==> src/rtl/checksum_unit_pkg.sv <==
/*
 * constants shared by the checksum unit: polynomial, seeds, block size,
 * flash address width and the automatic-scan states.
 * assumes: nothing beyond a systemverilog compiler.
 */
package checksum_unit_pkg;
    localparam logic [15:0] POLY          = 16'h1021;
    localparam logic [15:0] SEED_ZEROS    = 16'h0000;
    localparam logic [15:0] SEED_ONES     = 16'hffff;
    localparam int          CRC_W         = 16;
    localparam int          BYTE_W        = 8;
    localparam int          ADDR_W        = 16;
    localparam int          BLK_W         = 8;
    localparam logic [7:0]  BLK_LAST      = 8'hff;
    localparam logic [7:0]  BLK_ZERO      = 8'h00;
    localparam logic [ADDR_W-1:0] ADDR_ZERO = 16'h0000;

    typedef enum logic [3:0] {
        ST_IDLE = 4'h1,
        ST_REQ  = 4'h2,
        ST_WAIT = 4'h4,
        ST_DONE = 4'h8
    } scan_state_t;
endpackage

==> src/rtl/byte_fold.sv <==
/*
 * one-byte fold of the running checksum, registered.
 * assumes: caller holds load/step exclusive per cycle; seed loading wins.
 */
`timescale 1ns/1ps
module byte_fold (
    input  wire logic        clock,     // system clock
    input  wire logic        srst,      // sync reset, active high
    input  wire logic        load,      // load seed
    input  wire logic [15:0] seed,      // seed value
    input  wire logic        step,      // fold one byte
    input  wire logic [7:0]  data,      // byte to fold
    input  wire logic        reverse,   // bit-reverse the byte first
    output logic      [15:0] result_r   // running checksum
);
    logic [15:0] result_nxt;

    // reverse within the byte when asked
    function automatic logic [7:0] flip8(input logic [7:0] b);
        for (int i = 0; i < checksum_unit_pkg::BYTE_W; i++) begin
            flip8[i] = b[checksum_unit_pkg::BYTE_W-1-i];
        end
    endfunction

    // msb-first shift of eight bits, all in one cycle
    always_comb begin
        logic [7:0] b;
        b          = reverse ? flip8(data) : data;
        result_nxt = result_r ^ {b, 8'h00};
        for (int k = 0; k < checksum_unit_pkg::BYTE_W; k++) begin
            result_nxt = result_nxt[15] ? ((result_nxt << 1) ^ checksum_unit_pkg::POLY)
                                        : (result_nxt << 1);
        end
    end

    // whole byte finishes before the next is taken
    always_ff @(posedge clock) begin
        if (srst) begin
            result_r <= checksum_unit_pkg::SEED_ZEROS;
        end else if (load) begin
            result_r <= seed;
        end else if (step) begin
            result_r <= result_nxt;
        end
    end
endmodule

==> src/rtl/checksum_unit.sv <==
/*
 * checksum unit: crc-16 over a byte stream from the core or over whole
 * 256-byte flash blocks read autonomously.
 *
 * core path: a byte is taken on any edge with in_valid and in_ready high
 * and is folded into result by that same edge; bytes may come back to back.
 * init loads the selected seed and wins over a core byte in the same cycle.
 * a scan start never loads the seed, so software issues init first.
 * reverse flips the bit order of core and flash bytes alike.
 * the crc is not reflected and has no final xor.
 *
 * scan path: auto_start in idle latches start_block and block_count; each
 * byte then costs one request cycle plus however long the flash takes.
 * addresses rise from start_block * 256 to the last byte of the last block,
 * and done pulses for one cycle after the final byte has been folded.
 * the block number wraps from the top block back to block zero.
 * a flash strobe that arrives outside a wait is ignored.
 *
 * limitation: a running scan cannot be stopped; init and core bytes are
 * refused until done, so software waits for busy to fall.
 * trade-off: all eight bit steps of a byte run in one cycle, a longer
 * combinational path in exchange for a byte on every clock.
 * after reset result reads zero, the same as the all-zero seed.
 *
 * assumes: flash returns rd_valid some cycles after one rd_req pulse,
 * one request outstanding, with rd_data valid in the rd_valid cycle.
 * assumes: all inputs synchronous to clock; srst is synchronous too.
 */
// Contract
// - fold bytes with polynomial 0x1021
// - take byte-wide inputs, one per fold
// - keep 16-bit result in internal register
// - seed selectable, all zeros or ones
// - automatic crc over 256-byte flash blocks
`timescale 1ns/1ps
module checksum_unit (
    input  wire logic        clock,       // system clock, 25 MHz
    input  wire logic        srst,        // sync reset, active high
    input  wire logic        init,        // pulse: load the seed
    input  wire logic        seed_ones,   // 1 selects all-ones seed
    input  wire logic        reverse,     // bit-reverse each byte
    input  wire logic        in_valid,    // core byte strobe
    input  wire logic [7:0]  in_data,     // core byte
    output logic             in_ready,    // core may feed
    input  wire logic        auto_start,  // pulse: begin flash scan
    input  wire logic [7:0]  start_block, // first 256-byte block
    input  wire logic [7:0]  block_count, // blocks minus one
    output logic             rd_req,      // flash read request
    output logic      [15:0] rd_addr,     // flash byte address
    input  wire logic        rd_valid,    // flash data ready
    input  wire logic [7:0]  rd_data,     // flash byte
    output logic             busy,        // scan in progress
    output logic             done,        // scan finished pulse
    output logic      [15:0] result       // running checksum
);
    // sequencer state and scan position
    checksum_unit_pkg::scan_state_t state_r;    // one-hot scan state
    logic [7:0]                     blk_r;      // current flash block
    logic [7:0]                     left_r;     // blocks left after this one
    logic [7:0]                     off_r;      // byte offset inside the block

    // one-hot decodes
    logic                           is_idle;    // no scan running
    logic                           is_req;     // request cycle
    logic                           is_wait;    // waiting on flash
    logic                           is_done;    // scan just ended

    // strobes and scan position flags
    logic                           scan_start; // scan accepted this cycle
    logic                           flash_take; // flash byte accepted
    logic                           core_take;  // core byte accepted
    logic                           seed_load;  // seed goes into the fold
    logic [15:0]                    seed_val;   // selected seed
    logic                           blk_end;    // offset at the top of a block
    logic                           last_byte;  // final byte of final block

    // fold inputs
    logic                           step;       // fold one byte this cycle
    logic [7:0]                     fold_data;  // byte handed to the fold

    // state decode, used by every strobe below
    function automatic logic in_state(
        input checksum_unit_pkg::scan_state_t cur,
        input checksum_unit_pkg::scan_state_t want
    );
        in_state = (cur == want);
    endfunction

    // shared by offset and block stepping; both wrap at 8 bits on purpose
    function automatic logic [7:0] bump(input logic [7:0] v);
        bump = v + 8'h01;
    endfunction

    // seed choice: only the all-zero and all-one values exist
    function automatic logic [15:0] pick_seed(input logic ones);
        pick_seed = ones ? checksum_unit_pkg::SEED_ONES : checksum_unit_pkg::SEED_ZEROS;
    endfunction

    // one-hot state decode
    assign is_idle = in_state(state_r, checksum_unit_pkg::ST_IDLE);
    assign is_req  = in_state(state_r, checksum_unit_pkg::ST_REQ);
    assign is_wait = in_state(state_r, checksum_unit_pkg::ST_WAIT);
    assign is_done = in_state(state_r, checksum_unit_pkg::ST_DONE);

    // acceptance strobes; init always wins over a start or a core byte
    assign scan_start = is_idle && auto_start && !init;
    assign flash_take = is_wait && rd_valid;
    assign core_take  = in_valid && in_ready;
    assign seed_load  = init && !busy;
    assign seed_val   = pick_seed(seed_ones);

    // scan position: a block turns over after offset 0xff
    assign blk_end   = (off_r == checksum_unit_pkg::BLK_LAST);
    assign last_byte = blk_end && (left_r == checksum_unit_pkg::BLK_ZERO);

    // core feeding is locked out while the scan owns the engine
    assign in_ready = is_idle && !init;

    // status and flash request straight from the state
    assign busy     = !is_idle;
    assign done     = is_done;
    assign rd_req   = is_req;
    assign rd_addr  = {blk_r, off_r};

    // one source at a time feeds the fold; a stray flash strobe outside
    // a wait is dropped, never folded
    always_comb begin
        step      = 1'b0;
        fold_data = in_data;
        case (state_r)
            checksum_unit_pkg::ST_IDLE: begin
                step      = core_take;
                fold_data = in_data;
            end
            checksum_unit_pkg::ST_WAIT: begin
                step      = flash_take;
                fold_data = rd_data;
            end
            default: begin
                step      = 1'b0;
                fold_data = in_data;
            end
        endcase
    end

    // the fold owns the result register
    byte_fold u_fold (
        .clock    (clock),
        .srst     (srst),
        .load     (seed_load),
        .seed     (seed_val),
        .step     (step),
        .data     (fold_data),
        .reverse  (reverse),
        .result_r (result)
    );

    // scan sequencer: request, wait, advance through each block
    always_ff @(posedge clock) begin
        if (srst) begin
            state_r <= checksum_unit_pkg::ST_IDLE;
        end else begin
            case (state_r)
                checksum_unit_pkg::ST_IDLE: begin
                    if (scan_start) begin
                        state_r <= checksum_unit_pkg::ST_REQ;
                    end
                end
                checksum_unit_pkg::ST_REQ: begin
                    state_r <= checksum_unit_pkg::ST_WAIT;
                end
                checksum_unit_pkg::ST_WAIT: begin
                    if (flash_take && last_byte) begin
                        state_r <= checksum_unit_pkg::ST_DONE;
                    end else if (flash_take) begin
                        state_r <= checksum_unit_pkg::ST_REQ;
                    end
                end
                checksum_unit_pkg::ST_DONE: begin
                    state_r <= checksum_unit_pkg::ST_IDLE;
                end
                default: begin
                    state_r <= checksum_unit_pkg::ST_IDLE;
                end
            endcase
        end
    end

    // block number: latched at start, stepped as each block but the last completes
    always_ff @(posedge clock) begin
        if (srst) begin
            blk_r <= checksum_unit_pkg::BLK_ZERO;
        end else if (scan_start) begin
            blk_r <= start_block;
        end else if (flash_take && blk_end && !last_byte) begin
            blk_r <= bump(blk_r);
        end
    end

    // blocks still to go; zero marks the final block
    always_ff @(posedge clock) begin
        if (srst) begin
            left_r <= checksum_unit_pkg::BLK_ZERO;
        end else if (scan_start) begin
            left_r <= block_count;
        end else if (flash_take && blk_end && !last_byte) begin
            left_r <= left_r - 8'h01;
        end
    end

    // byte offset: one step per folded flash byte except the final one, wrapping at 256
    always_ff @(posedge clock) begin
        if (srst) begin
            off_r <= checksum_unit_pkg::BLK_ZERO;
        end else if (scan_start) begin
            off_r <= checksum_unit_pkg::BLK_ZERO;
        end else if (flash_take && !last_byte) begin
            off_r <= bump(off_r);
        end
    end
endmodule

==> config.mk <==
export PLATFORM = sky130hd
export DESIGN_NAME = checksum_unit
export DESIGN_NICKNAME = d
export VERILOG_FILES = /design/src/rtl/checksum_unit_pkg.sv /design/src/rtl/byte_fold.sv /design/src/rtl/checksum_unit.sv
export SDC_FILE = /design/constraint.sdc
export NUM_CORES = 1
export LEC_CHECK = 0
export ABC_AREA = 1
export BUFFER_PORTS_ARGS = -buffer_cell sky130_fd_sc_hd__buf_2
export CORE_UTILIZATION = 58
export CTS_BUF_LIST = sky130_fd_sc_hd__clkbuf_16
export CTS_CLUSTER_DIAMETER = 200
export DETAILED_ROUTE_END_ITERATION = 10
export GPL_TIMING_DRIVEN = 0
export PLACE_DENSITY = 0.86
export SLEW_MARGIN = 20
export SYNTH_ARGS = -nofsm -noshare
export SYNTH_HDL_FRONTEND = slang
export SYNTH_SLANG_ARGS = --single-unit
==> constraint.sdc <==
create_clock -name clock -period 5.05 [get_ports clock]
set_input_delay 0.505 -clock clock [delete_from_list [all_inputs] [get_ports clock]]
set_output_delay 0.505 -clock clock [all_outputs]
set_load 0.01 [all_outputs]
# ---- Word-level counts from Yosys, hierarchy flattened
# Index checks and enable logic that the tools add are counted.
dict set report word_totals {
  reg_bits 44
  elab_cells 65
}
dict set report op_classes {
  n_addsub 3
  eq_ne 7
  n_mux 22
  bitwise_logic 9
  reduce_logical 19
}
# op count
set ops {}
lappend ops {{$mux 13} 8}
lappend ops {{$mux 16} 3}
lappend ops {{$mux 8} 6}
lappend ops {{$not 3->3} 8}
lappend ops {{$add 8x1->8 const B} 2}
lappend ops {{$xor 16x16->16} 1}
lappend ops {{$mux 4} 3}
lappend ops {{$pmux 4 s3} 1}
lappend ops {{$logic_and 1x1->1} 11}
lappend ops {{$eq 8x8->1 const B} 1}
lappend ops {{$logic_not 8->1} 1}
lappend ops {{$sub 8x1->8 const B} 1}
lappend ops {{$eq 4x1->1 const B} 1}
lappend ops {{$eq 4x2->1 const B} 1}
lappend ops {{$eq 4x3->1 const B} 1}
lappend ops {{$eq 4x4->1 const B} 1}
lappend ops {{$reduce_bool 2->1} 2}
lappend ops {{$logic_not 1->1} 3}
lappend ops {{$ne 3x1->1 const B} 1}
lappend ops {{$ne 2x1->1 const B} 1}
lappend ops {{$pmux 1 s2} 1}
lappend ops {{$reduce_and 2->1} 1}
lappend ops {{$reduce_or 2->1} 1}

# ---- Longest topological paths before layout
dict set report logic_depth {
  ltp_word 22
  ltp_mapped 13
}

# ---- By module
# From an unflattened synthesis, not the netlist that was laid out.
dict set report unflattened {
  cells_unflattened 558
  hier_area_um2 3493.4
}
# module n_inst cells_each area_per_inst_um2 seq_area_each_um2
set by_module_without_submodules {}
lappend by_module_without_submodules {checksum_unit 1 344 2130.8 560.5}
lappend by_module_without_submodules {byte_fold 1 214 1362.6 320.3}

# ---- Worst setup path before layout
# Ideal clock, no wire load.
dict set report synth_timing {
  path_kind {register to register}
  start {register off_r[0]}
  end {register blk_r[7]}
  setup_time_ns 0.122
  arrival_ns 1.624
  required_ns 4.928
  setup_slack_ns 3.305
  stages_incl_launch_ff 10
  n_path_buf 1
  synth_period_minus_slack_ns 1.745
  cell_sequence {dfxtp_1 > ha_1 > nand2_1 > nor2_1 > nand4_1 > o21ai_2 > o21ai_2 > buf_2 > o21ai_1 > a21oi_1}
}
dict set report synth_via {
  elab_chain_cells 5
}
# element line_no
set synth_rtl {}
lappend synth_rtl {{start: declaration} checksum_unit.sv:60} ;# logic [7:0] off_r;
lappend synth_rtl {{start signal: assignment} checksum_unit.sv:214} ;# off_r <= checksum_unit_pkg::BLK_ZERO;
lappend synth_rtl {{start signal: assignment} checksum_unit.sv:216} ;# off_r <= checksum_unit_pkg::BLK_ZERO;
lappend synth_rtl {{start signal: assignment} checksum_unit.sv:218} ;# off_r <= bump(off_r);
lappend synth_rtl {{$eq 8x8->1 *} checksum_unit.sv:113} ;# assign blk_end = (off_r == checksum_unit_pkg::BLK_LAST);
lappend synth_rtl {{$logic_and 1x1->1} checksum_unit.sv:114} ;# assign last_byte = blk_end && (left_r == checksum_unit_pkg::BLK_ZERO);
lappend synth_rtl {{$logic_not 1->1} checksum_unit.sv:195} ;# end else if (flash_take && blk_end && !last_byte) begin
lappend synth_rtl {{$logic_and 1x1->1 *} checksum_unit.sv:195}
lappend synth_rtl {{$reduce_bool 2->1 (no source line) *} -}
lappend synth_rtl {{end signal: assignment} checksum_unit.sv:192} ;# blk_r <= checksum_unit_pkg::BLK_ZERO;
lappend synth_rtl {{end signal: assignment} checksum_unit.sv:194} ;# blk_r <= start_block;
lappend synth_rtl {{end signal: assignment} checksum_unit.sv:196} ;# blk_r <= bump(blk_r);
lappend synth_rtl {{end: declaration} checksum_unit.sv:58} ;# logic [7:0] blk_r;
# Every way passes the cells marked *; elsewhere a longest branch is shown, timed or not.
# A chain may end at the register's enable or synchronous reset.

# ---- Final worst setup path
dict set report layout_timing {
  start {register state_r[3]}
  end {output in_ready}
}
dict set report layout_via {
  elab_chain_cells 2
}
# element line_no
set layout_rtl {}
lappend layout_rtl {{start: declaration} checksum_unit.sv:57} ;# checksum_unit_pkg::scan_state_t state_r;
lappend layout_rtl {{start signal: assignment} checksum_unit.sv:161} ;# state_r <= checksum_unit_pkg::ST_IDLE;
lappend layout_rtl {{start signal: assignment} checksum_unit.sv:166} ;# state_r <= checksum_unit_pkg::ST_REQ;
lappend layout_rtl {{start signal: assignment} checksum_unit.sv:170} ;# state_r <= checksum_unit_pkg::ST_WAIT;
lappend layout_rtl {{$eq 4x1->1} checksum_unit.sv:86} ;# in_state = (cur == want);
lappend layout_rtl {{$logic_and 1x1->1} checksum_unit.sv:117} ;# assign in_ready = is_idle && !init;
lappend layout_rtl {{end: declaration} checksum_unit.sv:44} ;# output logic in_ready,
# Every way passes these cells.

==> flow_summary.toml <==
[outcome]
status = "finished, final reports clean"

[detailed_routing]
routed_wl_mm = 8.29
drc_errors = 0
drt-pass1-iter-count = 5
dr.first_iter.drc_count = 177
wire_per_inst_um = 13.2
vias_per_cell = 5.63
antenna_left = 0
num_vias = 3528

[sta]
slew_viol_final = 0
rsz0062_at_grt = "no"
post-route-period-util_pct = 46.5
setup-tns-final_ns = 0
setup_viol = 0
fmax_ghz = 0.426
hold_viol = 0
max-slew-margin-rel_pct = 68.8
fin_crit_ns = 2.35
finClkSkew_ns = 0.00568
tightestPinTransition_ns = 0.468

[clocking]
cts_buffers = 5
hold_buffers = 0
worstSkewPairLatency_ns = 0.28
cts_resized = 0
clockRootBuffer = "clkbuf_16"
clk_path_buf_depth = 2
clk_pin_slew_ns = 0.06
cts_tree = "yes"
htree_levels = 2
postCtsSetupRepairBufs = 0
cts_sinks = 44

[setup_path]
startpoint_type = "flip-flop"
max_stage_delay_ns = 0.39
path_max_fanout = 10
r2r.worst_path.cells = 9
critPathKind = "reg2out"
required_ns = 4.55
crit_chain = "nor2_1 -> nand3_2 -> nor2_2 -> clkbuf_1 -> buf_2"
cp-end-kind = "output pin"
crit_slowest_cell = "clkbuf_1"
cp.arrival_ns = 1.84

[place]
place_congestion = 0.840
port-buffer-count = 74
post_dp_cell_area_um2 = 3550
dpl.hpwl_mm = 6.37

[die]
start_util_pct = 60.2
dieWidth_um = 75.1
rows = 26
die_area_um2 = 5640
num_io_pins = 76
core-area_um2 = 5140
die_height_um = 75.1

[synthesis]
syn-cell-area_um2 = 3100
synth-edff-count = 0
synthArstFlopShare_pct = 0
ys_types = 36
syn_avg_cell_area_um2 = 6.52
syn_nets = 518
ys.flop_type = "dfxtp_1"
ys_seq_area_share_pct = 28.4
syn_inst = 475
ys_seq_elements = 44
yosys_warnings = 0

[final_layout]
fillCellCount = 461
diodes = 0
nNetsFinal = 599
drive_above_1_share_pct = 22.6
multi_input_area_um2 = 1890
regArea_um2 = 881
area.growth.synth_to_final_pct = 19.2
final_area_um2 = 3690

[grt]
grt_pass1_wl_mm = 13.0
grt_usage_pct = 30.1
antenna_found_initial = 0
grt_max_degree = 13
grt_pass1_vias = 2948
grt-ovfl-total = 0

[pwr]
p_int_mw = 0.950
clkPwrFrac_pct = 17.6
ir_drop_mv = 0.284
combinationalPowerShare_pct = 50.7
p_per_area_nw_per_um2 = 471
switching_share_pct = 45.4
seqPwrFrac_pct = 31.7
leakagePower_nw = 1.86
p_switching_mw = 0.790

[worst_hold_path]
hold-path-cell-count = 2
hold_path.class = "in2reg"

[job]
drv_cap = 0
[flip-flops by register name, summed over array words and instances (netlist names)]
name,count
blk_r,8
off_r,8
state_r,4
u_fold.result_r,16
left_r,8
[cells in the mapped netlist, drive strengths merged (2+ instances only)]
| master | count | area share (%) |
|---|---|---|
| mux2i | 2 | 0.65 |
| nor3b | 2 | 0.48 |
| xnor2 | 2 | 0.57 |
| a31oi | 13 | 2.6 |
| a21oi | 26 | 4.2 |
| clkbuf | 5 | 0.61 |
| or2 | 4 | 0.81 |
| nor3 | 4 | 0.81 |
| nand4 | 5 | 1.0 |
| ha | 3 | 1.2 |
| inv | 55 | 6.7 |
| nand3 | 112 | 19 |
| o21ai | 41 | 7.0 |
| nand2 | 105 | 15 |
| buf | 14 | 3.2 |
| nand3b | 8 | 1.9 |
| dfxtp | 44 | 28 |
| nor2 | 19 | 3.5 |
| xor2 | 9 | 2.5 |
[logic make-up after synthesis]
group / share of synthesized area (%)
simple gates: 41.9
compound gates: 14.3
buf+inv: 10.4
flops: 28.4
xor+xnor: 3.11
fa+ha+maj: 1.21
mux: 0.646
[critical path, delay by kind of cell, from the launching register on]
| family | cells | cell delay, ns |
|---|---|---|
| buffers and inverters | 2 | 0.61 |
| AND/OR/NAND/NOR | 3 | 0.57 |
| flip-flops | 1 | 0.37 |
[area by class of cell]
cell class / instances / area share [%]
buffer: 19 / 3.15
clock buffer: 5 / 3.39
clock inverter: 3 / 0.305
inverter: 55 / 5.59
multi-input combinational: 357 / 51.3
sequential: 44 / 23.9
tap: 70 / 2.37
timing repair buffer: 74 / 10.0
[final timing paths]
check | startpoint | to | slack (ns)
max | state_r[3] | in_ready | 2.70
min | srst | state_r[2] | 0.43
max reg2reg | off_r[0] | blk_r[6] | 3.00
min reg2reg | off_r[4] | off_r[4] | 0.46
[power by group through the flow]
stage / registers, mW / clock network, mW / logic (mW)
2_1_floorplan: 0.567 / 0 / 0.597
3_3_place_gp: 0.551 / 0 / 0.835
3_5_place_dp: 0.554 / 0 / 0.864
4_1_cts: 0.548 / 0.306 / 0.875
5_1_grt: 0.562 / 0.321 / 0.991
6_report: 0.552 / 0.306 / 0.882
[placed cells by master, fill, tap and decap left out, types with 5 or more instances in the layout]
cell       Yosys  final
o21ai_1       14     14
nand2_2       15     15
clkbuf_1       5      5
nand3b_1       8      8
o21ai_0       24     24
nor2_1        15     15
a21oi_1       26     26
nand4_1        5      5
inv_1         52     54
buf_2          8     82
nand2_1       88     88
xor2_1         9      9
nand3_1      109    109
clkbuf_16      0      5
a31oi_1       13     13
dfxtp_1       44     44
[metal layers]
metal	vias up	global-route usage (%)	share of wire [%]
met5	-	0	0
met4	0	10.3	1.6
met3	14	6.02	7.0
met2	146	53.1	49
met1	1601	36.5	43
li1	1767	-	-
[stage by stage]
stage	hold slack [ns]	power (mW)	setup WS [ns]	util [%]	cells
CTS	0.435	1.73	2.70	71.8	627
global placement	0.452	1.39	3.07	69.2	619
detailed placement	0.452	1.42	3.02	69.2	619
global route	0.432	1.87	2.59	71.8	627
floorplan	0.483	1.16	3.30	-	475
finish	0.433	1.74	2.70	71.8	627
(Power assumes the default switching activity.)
